`src/hw/ptc_pkg.sv`:
```
package ptc_pkg;
	// register map, byte addresses
	localparam int          ADDR_W   = 12;
	localparam logic [11:0] A_CTRL   = 12'h0700;
	localparam logic [11:0] A_STEP   = 12'h0704;
	localparam logic [11:0] A_SEC    = 12'h0708;
	localparam logic [11:0] A_SUB    = 12'h070C;
	localparam logic [11:0] A_USEC   = 12'h0710;
	localparam logic [11:0] A_USUB   = 12'h0714;
	localparam logic [11:0] A_ADDEND = 12'h0718;
	localparam logic [11:0] A_TSEC   = 12'h071C;
	localparam logic [11:0] A_TSUB   = 12'h0720;
	// control register fields
	localparam int B_STAMP_ON = 0;
	localparam int B_FINE     = 1;
	localparam int B_LOAD     = 2;
	localparam int B_ADJ      = 3;
	localparam int B_ARM      = 4;
	localparam int B_ADDEND   = 5;
	localparam int B_EVERY    = 8;
	localparam int B_DEC      = 9;
	localparam int B_V2       = 10;
	localparam int B_RAW      = 11;
	localparam int B_IP6      = 12;
	localparam int B_IP4      = 13;
	localparam int B_EVT      = 14;
	localparam int B_MASTER   = 15;
	localparam int B_CLASS    = 16;
	localparam int B_DAF      = 18;
	localparam int B_SUBTRACT = 31;
	localparam logic [31:0] CTRL_RESET   = 32'h0000_2000;
	localparam logic [31:0] CTRL_RW_MASK = 32'h0007_FF03;
	localparam logic [31:0] CTRL_SC_MASK = 32'h0000_003C;
	// sub-second rollover points
	localparam logic [30:0] SUB_MAX_DEC = 31'h3B9A_C9FF;
	localparam logic [30:0] SUB_MAX_BIN = 31'h7FFF_FFFF;
	// message type codes as parsed by the receive path
	localparam logic [3:0] MSG_SYNC   = 4'h0;
	localparam logic [3:0] MSG_DREQ   = 4'h1;
	localparam logic [3:0] MSG_PDREQ  = 4'h2;
	localparam logic [3:0] MSG_PDRESP = 4'h3;
	localparam logic [3:0] MSG_FUP    = 4'h8;
	localparam logic [3:0] MSG_DRESP  = 4'h9;
	localparam logic [3:0] MSG_PDRFU  = 4'hA;
	localparam logic [3:0] VER_ONE    = 4'h1;
	localparam logic [3:0] VER_TWO    = 4'h2;
	// reference time clock = system clock / REF_DIV
	localparam int         REF_DIV_DEF = 2;
	localparam logic [1:0] RESP_OKAY   = 2'h0;
	localparam logic [1:0] RESP_SLVERR = 2'h2;
endpackage

```
`src/hw/ptc_top.sv`:
```
`timescale 1ns/1ps
`default_nettype none
module ptc_top #(
	parameter int REF_DIV = ptc_pkg::REF_DIV_DEF
) (
	input  wire logic                       ref_clk,
	input  wire logic                       sys_rst,
	input  wire logic [ptc_pkg::ADDR_W-1:0] s_axi_awaddr,
	input  wire logic                       s_axi_awvalid,
	output logic                            s_axi_awready,
	input  wire logic [31:0]                s_axi_wdata,
	input  wire logic [3:0]                 s_axi_wstrb,
	input  wire logic                       s_axi_wvalid,
	output logic                            s_axi_wready,
	output logic      [1:0]                 s_axi_bresp,
	output logic                            s_axi_bvalid,
	input  wire logic                       s_axi_bready,
	input  wire logic [ptc_pkg::ADDR_W-1:0] s_axi_araddr,
	input  wire logic                       s_axi_arvalid,
	output logic                            s_axi_arready,
	output logic      [31:0]                s_axi_rdata,
	output logic      [1:0]                 s_axi_rresp,
	output logic                            s_axi_rvalid,
	input  wire logic                       s_axi_rready,
	input  wire logic                       rxFrameValid,
	input  wire logic                       rxIsPtp,
	input  wire logic [3:0]                 rxVersion,
	input  wire logic [3:0]                 rxMsgType,
	input  wire logic                       rxOverUdp4,
	input  wire logic                       rxOverUdp6,
	input  wire logic                       rxOverEther,
	input  wire logic                       rxDaMatch,
	input  wire logic                       txFrameValid,
	output logic                            rxSnap,
	output logic      [31:0]                rxStampSec,
	output logic      [30:0]                rxStampSub,
	output logic                            txSnap,
	output logic      [31:0]                txStampSec,
	output logic      [30:0]                txStampSub,
	output logic                            stampIrq
);
	import ptc_pkg::*;
	localparam int DONE_WAIT = REF_DIV + 2;

	logic [31:0]       ctrl;
	logic [7:0]        step;
	logic [31:0]       updSec;
	logic [31:0]       updSubW;
	logic [31:0]       addend;
	logic [31:0]       tgtSec;
	logic [30:0]       tgtSub;
	logic [ADDR_W-1:0] awAddr;
	logic [31:0]       wData;
	logic [3:0]        wStrb;
	logic              awFull;
	logic              wFull;
	logic              doWrite;
	logic              ctrlWr;
	logic [31:0]       wMerged;
	logic [31:0]       doneMask;
	logic [31:0]       sec;
	logic [30:0]       sub;
	logic              loadDone;
	logic              adjDone;
	logic              addendDone;
	logic              tgtHit;
	logic              tick;
	logic [7:0]        divCnt;

	// byte-lane merge for partial writes
	function automatic logic [31:0] mergeBytes(input logic [31:0] old, input logic [31:0] d,
		input logic [3:0] s);
		logic [31:0] r;
		r = old;
		for (int i = 0; i < 4; i++) begin
			if (s[i])
				r[8*i+:8] = d[8*i+:8];
		end
		return r;
	endfunction

	// address decode shared by both paths
	function automatic logic mapped(input logic [ADDR_W-1:0] a);
		case (a)
			A_CTRL, A_STEP, A_SEC, A_SUB, A_USEC, A_USUB, A_ADDEND, A_TSEC, A_TSUB: return 1'b1;
			default: return 1'b0;
		endcase
	endfunction

	// register read view; write merge uses it for the old contents
	function automatic logic [31:0] regValue(input logic [ADDR_W-1:0] a);
		case (a)
			A_CTRL:   return ctrl;
			A_STEP:   return {24'h00_0000, step};
			A_SEC:    return sec;
			A_SUB:    return {1'b0, sub};
			A_USEC:   return updSec;
			A_USUB:   return updSubW;
			A_ADDEND: return addend;
			A_TSEC:   return tgtSec;
			A_TSUB:   return {1'b0, tgtSub};
			default:  return 32'h0000_0000;
		endcase
	endfunction

	assign doWrite = awFull & wFull & ~s_axi_bvalid;
	assign ctrlWr  = doWrite & (awAddr == A_CTRL);
	assign doneMask = (32'(loadDone) << B_LOAD) | (32'(adjDone) << B_ADJ)
		| (32'(tgtHit) << B_ARM) | (32'(addendDone) << B_ADDEND);
	// a process, not an assign, so it also wakes on the registers read inside the function
	always_comb wMerged = mergeBytes(regValue(awAddr), wData, wStrb);

	// write address channel; ready drops until the response is taken
	always_ff @(posedge ref_clk or posedge sys_rst) begin
		if (sys_rst) begin
			s_axi_awready <= 1'b1;
			awFull        <= 1'b0;
			awAddr        <= '0;
		end else if (s_axi_awvalid & s_axi_awready) begin
			s_axi_awready <= 1'b0;
			awFull        <= 1'b1;
			awAddr        <= s_axi_awaddr;
		end else if (doWrite) begin
			awFull <= 1'b0;
		end else if (s_axi_bvalid & s_axi_bready) begin
			s_axi_awready <= 1'b1;
		end
	end

	// write data channel, independent of the address
	always_ff @(posedge ref_clk or posedge sys_rst) begin
		if (sys_rst) begin
			s_axi_wready <= 1'b1;
			wFull        <= 1'b0;
			wData        <= 32'h0000_0000;
			wStrb        <= 4'h0;
		end else if (s_axi_wvalid & s_axi_wready) begin
			s_axi_wready <= 1'b0;
			wFull        <= 1'b1;
			wData        <= s_axi_wdata;
			wStrb        <= s_axi_wstrb;
		end else if (doWrite) begin
			wFull <= 1'b0;
		end else if (s_axi_bvalid & s_axi_bready) begin
			s_axi_wready <= 1'b1;
		end
	end

	// write response
	always_ff @(posedge ref_clk or posedge sys_rst) begin
		if (sys_rst) begin
			s_axi_bvalid <= 1'b0;
			s_axi_bresp  <= RESP_OKAY;
		end else if (doWrite) begin
			s_axi_bvalid <= 1'b1;
			s_axi_bresp  <= mapped(awAddr) ? RESP_OKAY : RESP_SLVERR;
		end else if (s_axi_bvalid & s_axi_bready) begin
			s_axi_bvalid <= 1'b0;
		end
	end

	// read channel, one cycle from address to data
	always_ff @(posedge ref_clk or posedge sys_rst) begin
		if (sys_rst) begin
			s_axi_arready <= 1'b1;
			s_axi_rvalid  <= 1'b0;
			s_axi_rdata   <= 32'h0000_0000;
			s_axi_rresp   <= RESP_OKAY;
		end else if (s_axi_arvalid & s_axi_arready) begin
			s_axi_arready <= 1'b0;
			s_axi_rvalid  <= 1'b1;
			s_axi_rdata   <= regValue(s_axi_araddr);
			s_axi_rresp   <= mapped(s_axi_araddr) ? RESP_OKAY : RESP_SLVERR;
		end else if (s_axi_rvalid & s_axi_rready) begin
			s_axi_rvalid  <= 1'b0;
			s_axi_arready <= 1'b1;
		end
	end

	// control: plain bits stored, request bits set by software and cleared on completion;
	// a fresh set in the completion cycle survives, reserved bits never store
	always_ff @(posedge ref_clk or posedge sys_rst) begin
		if (sys_rst)
			ctrl <= CTRL_RESET;
		else if (ctrlWr)
			ctrl <= (wMerged & CTRL_RW_MASK) | (((ctrl & ~doneMask) | wMerged) & CTRL_SC_MASK);
		else
			ctrl <= ctrl & ~doneMask;
	end

	// time parameter registers
	always_ff @(posedge ref_clk or posedge sys_rst) begin
		if (sys_rst) begin
			step    <= 8'h00;
			updSec  <= 32'h0000_0000;
			updSubW <= 32'h0000_0000;
			addend  <= 32'h0000_0000;
			tgtSec  <= 32'h0000_0000;
			tgtSub  <= 31'h0000_0000;
		end else if (doWrite) begin
			case (awAddr)
				A_STEP:   step    <= wMerged[7:0];
				A_USEC:   updSec  <= wMerged;
				A_USUB:   updSubW <= wMerged;
				A_ADDEND: addend  <= wMerged;
				A_TSEC:   tgtSec  <= wMerged;
				A_TSUB:   tgtSub  <= wMerged[30:0];
				default: ;
			endcase
		end
	end

	// reference time clock as an enable; avoids a second clock domain entirely
	always_ff @(posedge ref_clk or posedge sys_rst) begin
		if (sys_rst) begin
			divCnt <= 8'h00;
			tick   <= 1'b0;
		end else begin
			divCnt <= (divCnt == 8'(REF_DIV - 1)) ? 8'h00 : divCnt + 8'h01;
			tick   <= divCnt == 8'(REF_DIV - 1);
		end
	end

	// frame stamps taken on the frame's start pulse
	always_ff @(posedge ref_clk or posedge sys_rst) begin
		if (sys_rst) begin
			txSnap     <= 1'b0;
			txStampSec <= 32'h0000_0000;
			txStampSub <= 31'h0000_0000;
			rxStampSec <= 32'h0000_0000;
			rxStampSub <= 31'h0000_0000;
			stampIrq   <= 1'b0;
		end else begin
			txSnap   <= txFrameValid & ctrl[B_STAMP_ON];
			stampIrq <= tgtHit;
			if (txFrameValid & ctrl[B_STAMP_ON]) begin
				txStampSec <= sec;
				txStampSub <= sub;
			end
			if (rxFrameValid) begin
				rxStampSec <= sec;
				rxStampSub <= sub;
			end
		end
	end

	ptc_time_gen u_time (
		.ref_clk    (ref_clk),
		.sys_rst    (sys_rst),
		.tick       (tick),
		.run        (ctrl[B_STAMP_ON]),
		.fine       (ctrl[B_FINE]),
		.decimal    (ctrl[B_DEC]),
		.step       (step),
		.addend     (addend),
		.loadReq    (ctrl[B_LOAD]),
		.adjReq     (ctrl[B_ADJ]),
		.addendReq  (ctrl[B_ADDEND]),
		.subtract   (updSubW[B_SUBTRACT]),
		.updSec     (updSec),
		.updSub     (updSubW[30:0]),
		.armed      (ctrl[B_ARM]),
		.tgtSec     (tgtSec),
		.tgtSub     (tgtSub),
		.sec        (sec),
		.sub        (sub),
		.loadDone   (loadDone),
		.adjDone    (adjDone),
		.addendDone (addendDone),
		.tgtHit     (tgtHit)
	);

	ptc_rx_snoop u_snoop (
		.ref_clk      (ref_clk),
		.sys_rst      (sys_rst),
		.ctrl         (ctrl),
		.rxFrameValid (rxFrameValid),
		.rxIsPtp      (rxIsPtp),
		.rxVersion    (rxVersion),
		.rxMsgType    (rxMsgType),
		.rxOverUdp4   (rxOverUdp4),
		.rxOverUdp6   (rxOverUdp6),
		.rxOverEther  (rxOverEther),
		.rxDaMatch    (rxDaMatch),
		.rxSnap       (rxSnap)
	);
endmodule
`default_nettype wire

```
`src/hw/ptc_time_gen.sv`:
```
`timescale 1ns/1ps
`default_nettype none
module ptc_time_gen (
	input  wire logic        ref_clk,
	input  wire logic        sys_rst,
	input  wire logic        tick,
	input  wire logic        run,
	input  wire logic        fine,
	input  wire logic        decimal,
	input  wire logic [7:0]  step,
	input  wire logic [31:0] addend,
	input  wire logic        loadReq,
	input  wire logic        adjReq,
	input  wire logic        addendReq,
	input  wire logic        subtract,
	input  wire logic [31:0] updSec,
	input  wire logic [30:0] updSub,
	input  wire logic        armed,
	input  wire logic [31:0] tgtSec,
	input  wire logic [30:0] tgtSub,
	output logic      [31:0] sec,
	output logic      [30:0] sub,
	output logic             loadDone,
	output logic             adjDone,
	output logic             addendDone,
	output logic             tgtHit
);
	import ptc_pkg::*;
	logic [31:0] acc;
	logic [31:0] addendLive;
	logic [30:0] subMax;
	logic [32:0] accSum;
	logic [31:0] incSum;
	logic [31:0] adjAdd;
	logic [31:0] adjSubt;
	logic        advance;
	logic        after;
	logic        doLoad;
	logic        doAdj;
	logic        doAddend;

	assign subMax  = decimal ? SUB_MAX_DEC : SUB_MAX_BIN;
	assign accSum  = {1'b0, acc} + {1'b0, addendLive};
	assign advance = run & (~fine | accSum[32]);
	assign incSum  = {1'b0, sub} + {24'h00_0000, step};
	assign adjAdd  = {1'b0, sub} + {1'b0, updSub};
	assign adjSubt = {1'b0, sub} - {1'b0, updSub};
	assign after   = (sec > tgtSec) | ((sec == tgtSec) & (sub > tgtSub));
	// a request bit still reads high in its done cycle; serving it again would add twice
	assign doLoad   = tick & loadReq & ~loadDone;
	assign doAdj    = tick & adjReq & ~loadReq & ~adjDone;
	assign doAddend = tick & addendReq & ~addendDone;

	// system time; requests are served on reference ticks only
	always_ff @(posedge ref_clk or posedge sys_rst) begin
		if (sys_rst) begin
			sec      <= 32'h0000_0000;
			sub      <= 31'h0000_0000;
			loadDone <= 1'b0;
			adjDone  <= 1'b0;
		end else begin
			loadDone <= doLoad;
			adjDone  <= doAdj;
			if (tick) begin
				if (doLoad) begin
					sec <= updSec;
					sub <= updSub;
				end else if (doAdj & subtract) begin
					// borrow out of the sub-seconds
					sub <= adjSubt[31] ? adjSubt[30:0] + subMax + 31'h0000_0001 : adjSubt[30:0];
					sec <= sec - updSec - {31'h0000_0000, adjSubt[31]};
				end else if (doAdj) begin
					sub <= (adjAdd > {1'b0, subMax}) ? 31'(adjAdd - {1'b0, subMax} - 32'h0000_0001)
						: adjAdd[30:0];
					sec <= sec + updSec + {31'h0000_0000, adjAdd > {1'b0, subMax}};
				end else if (advance) begin
					if (incSum > {1'b0, subMax}) begin
						sub <= 31'(incSum - {1'b0, subMax} - 32'h0000_0001);
						sec <= sec + 32'h0000_0001;
					end else begin
						sub <= incSum[30:0];
					end
				end
			end
		end
	end

	// fine accumulator and its addend copy
	always_ff @(posedge ref_clk or posedge sys_rst) begin
		if (sys_rst) begin
			acc        <= 32'h0000_0000;
			addendLive <= 32'h0000_0000;
			addendDone <= 1'b0;
		end else begin
			addendDone <= doAddend;
			if (doAddend)
				addendLive <= addend;
			if (tick & run & fine)
				acc <= accSum[31:0];
		end
	end

	// one pulse per crossing; guard stops a repeat while the arm bit drops
	always_ff @(posedge ref_clk or posedge sys_rst) begin
		if (sys_rst)
			tgtHit <= 1'b0;
		else
			tgtHit <= tick & armed & run & after & ~tgtHit;
	end
endmodule
`default_nettype wire

```
`src/hw/ptc_rx_snoop.sv`:
```
`timescale 1ns/1ps
`default_nettype none
module ptc_rx_snoop (
	input  wire logic        ref_clk,
	input  wire logic        sys_rst,
	input  wire logic [31:0] ctrl,
	input  wire logic        rxFrameValid,
	input  wire logic        rxIsPtp,
	input  wire logic [3:0]  rxVersion,
	input  wire logic [3:0]  rxMsgType,
	input  wire logic        rxOverUdp4,
	input  wire logic        rxOverUdp6,
	input  wire logic        rxOverEther,
	input  wire logic        rxDaMatch,
	output logic             rxSnap
);
	import ptc_pkg::*;
	logic typeOk;
	logic encOk;
	logic verOk;
	logic slaveEvt;

	// message class table
	assign slaveEvt = ctrl[B_MASTER] ? (rxMsgType == MSG_DREQ) : (rxMsgType == MSG_SYNC);
	always_comb begin
		unique case (ctrl[B_CLASS+:2])
			2'b00: typeOk = ctrl[B_EVT] ? slaveEvt : (rxMsgType == MSG_SYNC)
				| (rxMsgType == MSG_FUP) | (rxMsgType == MSG_DREQ) | (rxMsgType == MSG_DRESP);
			2'b01: typeOk = (ctrl[B_EVT] ? slaveEvt : ((rxMsgType == MSG_SYNC)
				| (rxMsgType == MSG_FUP) | (rxMsgType == MSG_DREQ) | (rxMsgType == MSG_DRESP)
				| (rxMsgType == MSG_PDRFU))) | (rxMsgType == MSG_PDREQ) | (rxMsgType == MSG_PDRESP);
			2'b10: typeOk = (rxMsgType == MSG_SYNC) | (rxMsgType == MSG_DREQ);
			2'b11: typeOk = (rxMsgType == MSG_PDREQ) | (rxMsgType == MSG_PDRESP);
		endcase
	end
	// raw frames need the address match only when the filter is on
	assign encOk = (rxOverUdp4 & ctrl[B_IP4]) | (rxOverUdp6 & ctrl[B_IP6])
		| (rxOverEther & ctrl[B_RAW] & (~ctrl[B_DAF] | rxDaMatch));
	assign verOk = rxVersion == (ctrl[B_V2] ? VER_TWO : VER_ONE);

	always_ff @(posedge ref_clk or posedge sys_rst) begin
		if (sys_rst)
			rxSnap <= 1'b0;
		else
			rxSnap <= rxFrameValid & ctrl[B_STAMP_ON]
				& (ctrl[B_EVERY] | (rxIsPtp & encOk & verOk & typeOk));
	end
endmodule
`default_nettype wire

```
`config.mk`:
```
export PLATFORM = sky130hd
export DESIGN_NAME = ptc_top
export DESIGN_NICKNAME = d
export VERILOG_FILES = /design/src/hw/ptc_pkg.sv /design/src/hw/ptc_top.sv /design/src/hw/ptc_time_gen.sv /design/src/hw/ptc_rx_snoop.sv
export SDC_FILE = /design/constraint.sdc
export NUM_CORES = 2
export LEC_CHECK = 0
export BUFFER_PORTS_ARGS = -buffer_cell sky130_fd_sc_hd__buf_2
export CORE_UTILIZATION = 45
export DETAILED_ROUTE_END_ITERATION = 16
export HOLD_SLACK_MARGIN = 0.02
export PLACE_DENSITY = 0.67
export SLEW_MARGIN = 20
export SYNTH_ARGS = -nofsm -noshare
export SYNTH_HDL_FRONTEND = slang
export SYNTH_HIERARCHICAL = 1
export SYNTH_SLANG_ARGS = --single-unit
```
`constraint.sdc`:
```
create_clock -name ref_clk -period 16 [get_ports ref_clk]
set_input_delay 0.8 -clock ref_clk [delete_from_list [all_inputs] [get_ports ref_clk]]
set_output_delay 0.8 -clock ref_clk [all_outputs]
set_load 0.01 [all_outputs]
```
==> run_results.csv <==
group,metric,value,unit
place,dpl.hpwl,136.3,mm
logic_synthesis,post-synth-top-area-fraction,0.3262,
critical_path,worst-path-max-fanout,20,
grt,initial_antenna_violation_count,6,
clock_network,cts_root_buf,"clkbuf_16",
layout,syn2layout_area_growth,12.00,%
clock_network,ctsHtreeMaxLevel,3,
logic_synthesis,synth_ff_type,"dfrtp_1",
die,die_area,92930,um2
clock_network,cts_tree,"yes",
grt,grt_remaining_overflow,0,
timing,setup-violations-final,0,
critical_path,critPathMaxStageDelay,650,ps
timing,finalWorstPathRequiredPeriod,8989,ps
timing,timing.final.max_slew_violations,0,
logic_synthesis,post_synth_num_cell_types,124,
logic_synthesis,avgSynthCellArea,8.904,um2
logic_synthesis,synth-seq-cells,542,
logic_synthesis,synthDominantAreaCellType,"dfrtp_1",
layout,fillCellCount,8541,
critical_path,worst-endpoint-required,16580,ps
job,drv_cap,0,
clock_network,max-clock-path-buffers,3,
die,design.core.area,90420,um2
critical_path,cpLargestDelayFamily,"compound AO/OA/AOI/OAI gates",
critical_path,timing.critical_path.from,"updSubW[11]$_DFFE_PP0P_",
grt,grt_start_max_net_pins,154,
critical_path,wp_data_arrival,9570,ps
timing,fmax,111.3,MHz
clock_network,postCtsSetupBuffers,0,
place,finalWeightedCongestion,1.084,
grt,grt_first_pass_wirelength,259.0,mm
detailed_routing,antenna_violating_nets_post_route,0,
place,placed_cells,5927,
timing,final.setup_skew,45.65,ps
clock_network,cts_buffers,66,
power_and_ir_drop,pwr_density_cell,144.5,nW/um2
clock_network,worst_skew_pair.late_latency,680,ps
place,postPlaceCellArea,43840,um2
logic_synthesis,post_synth_main_area_contributors,"dfrtp_1, ha_1, mux2_2",
logic_synthesis,synthesized_instance_count,4635,
layout,post_route_cells_drive_above_1_share,0.1656,
die,fp.dieH,304.8,um
layout,design.final.nets,5200,
timing,period_share,0.5618,
detailed_routing,wl,180.4,mm
power_and_ir_drop,vdd_ir_drop_max,0.1786,mV
detailed_routing,route.detailed.drc,0,
logic_synthesis,yosys.cell_count.top_type,"dfrtp_1",
layout,final-instance-count-excl-fill,6049,
timing,rsz_0062_raised_after_global_routing,"no",
critical_path,timing.setup.critical_path_class,"register to register",
clock_network,postCtsHoldBufs,0,
critical_path,cpMaxStageDelayCell,"o311ai_0",
hold_path,hold_path.class,"input port to asynchronous set/reset pin",
detailed_routing,firstDrtPassIters,10,
layout,finalInstanceArea,46220,um2
power_and_ir_drop,p_leak,0.02103,uW
detailed_routing,vias,39840,
critical_path,reg2reg_setup_slack,7010,ps
logic_synthesis,synth_edf_count,0,
timing,slew_headroom,0.1396,
critical_path,worst_setup_path_start_kind,"register",
timing,fin_tns_setup,0,ps
die,start_util,0.4564,
clock_network,cts.repair.resized,0,
logic_synthesis,share_of_synthesized_area_occupied_by_flip_flops_and_latches,0.3288,
grt,first_global_vias,37430,
critical_path,critical_path.n_buffers_inverters,2,
logic_synthesis,async_flop_share,1.000,
clock_network,clk_pin_slew_worst_paths,70,ps
layout,utilization,0.5112,
clock_network,clock_sink_count,542,
critical_path,critical_path.reg2reg.endpoint,"u_time/sec[30]$_DFFE_PP0P_",
die,floorplan.rows,110,
status,status,"complete, no violations",
detailed_routing,viasPerCell,6.586,
die,top_level_ports,252,
detailed_routing,wl_per_cell,29.82,um
critical_path,critical_path.endpoint_type,"register",
grt,grt_util_all_layers,0.3783,
critical_path,reg2reg_from,"updSubW[11]$_DFFE_PP0P_",
die,die_x,304.8,um
detailed_routing,drt_iter0_drc,4646,
logic_synthesis,netlist_area,41270,um2
critical_path,worst-r2r-cell-count,31,
logic_synthesis,synth.top_cells.by_count,"dfrtp_1, nand2_1, o21ai_0, nor2_1, a21oi_1",
logic_synthesis,synth_warnings,6,
timing,max_slew.worst_pin.slew,1280,ps
place,port_bufs,249,
timing,final_hold_viol_count,0,
[metal layers]
| layer | GRT usage | vias to the layer above | part of all wire |
|---|---|---|---|
| met5 | 0 | - | 0.000061 |
| met4 | 0.2299 | 2 | 0.074 |
| met3 | 0.08713 | 561 | 0.11 |
| met2 | 0.5572 | 2545 | 0.42 |
| met1 | 0.5031 | 19340 | 0.40 |
| li1 | - | 17400 | - |
[through the flow]
step                      total power [uW]  hold WS, ps  setup slack [ps]
after floorplan                       3909        366.5              3799
after global placement                4879        439.8              7365
after detailed placement              4897        439.9              7190
after CTS                             6554        23.31              7153
after global routing                  6926        44.81              6394
final                                 6678        44.39              7011
[layout make-up]
class / instances / area, um2 / area share
inverters: 293 / 1112 / 0.02406
well taps: 1176 / 1471 / 0.03183
clock buffers: 87 / 1821 / 0.03938
multi-input cells: 3566 / 25670 / 0.5553
flip-flops and latches: 542 / 13570 / 0.2936
repair buffers: 351 / 2047 / 0.04428
diodes: 1 / 2.502 / 0.00005414
clock inverters: 33 / 529.3 / 0.01145
[cell usage in the layout, fill, tap and decap left out, types with 87 or more instances in the layout]
cell type	Yosys	routed
dfrtp_1	538	534
nand2_1	439	437
o21ai_0	304	303
nor2_1	291	289
a21oi_1	289	289
ha_1	287	287
inv_1	281	279
buf_2	66	248
mux2_2	206	206
xnor2_1	166	166
mux2i_1	123	123
buf_4	9	101
a21o_1	94	94
nor3_1	92	90
a31oi_1	87	87
[cell families after synthesis]
kind of cell    after synthesis  synth area share
simple gates               1334            0.1647
flops                       542            0.3288
buf+inv                     528           0.05120
mux                         344           0.09422
other cells                   1        0.00009086
xor+xnor                    227           0.04836
compound gates             1361            0.2203
fa+ha+maj                   298           0.09234
[how the worst max path moves through the flow]
| stage | to | depth (start not counted) |
|---|---|---|
| finish | u_time/sec[30]$_DFFE_PP0P_ | 31 |
| global route | u_time/sec[30]$_DFFE_PP0P_ | 30 |
| CTS | u_time/sec[30]$_DFFE_PP0P_ | 30 |
| detailed placement | u_time/sec[30]$_DFFE_PP0P_ | 30 |
| global placement | u_time/sec[30]$_DFFE_PP0P_ | 30 |
| floorplan | addend[0]$_DFFE_PP0P_ | 1 |
[worst register-to-register path, delay by kind of cell, from the launching register on]
kind | cells | cell delay, ps
simple gates | 4 | 1030
buf+inv | 2 | 280
flops | 1 | 510
fa+ha+maj | 4 | 1720
compound gates | 19 | 5020
xor+xnor | 2 | 310
[power by group]
group / switching (uW) / internal (uW)
combinational: 2060 / 1230
clock: 684 / 951
sequential: 251 / 1500
Note: power is estimated with default switching activity, not from simulation.
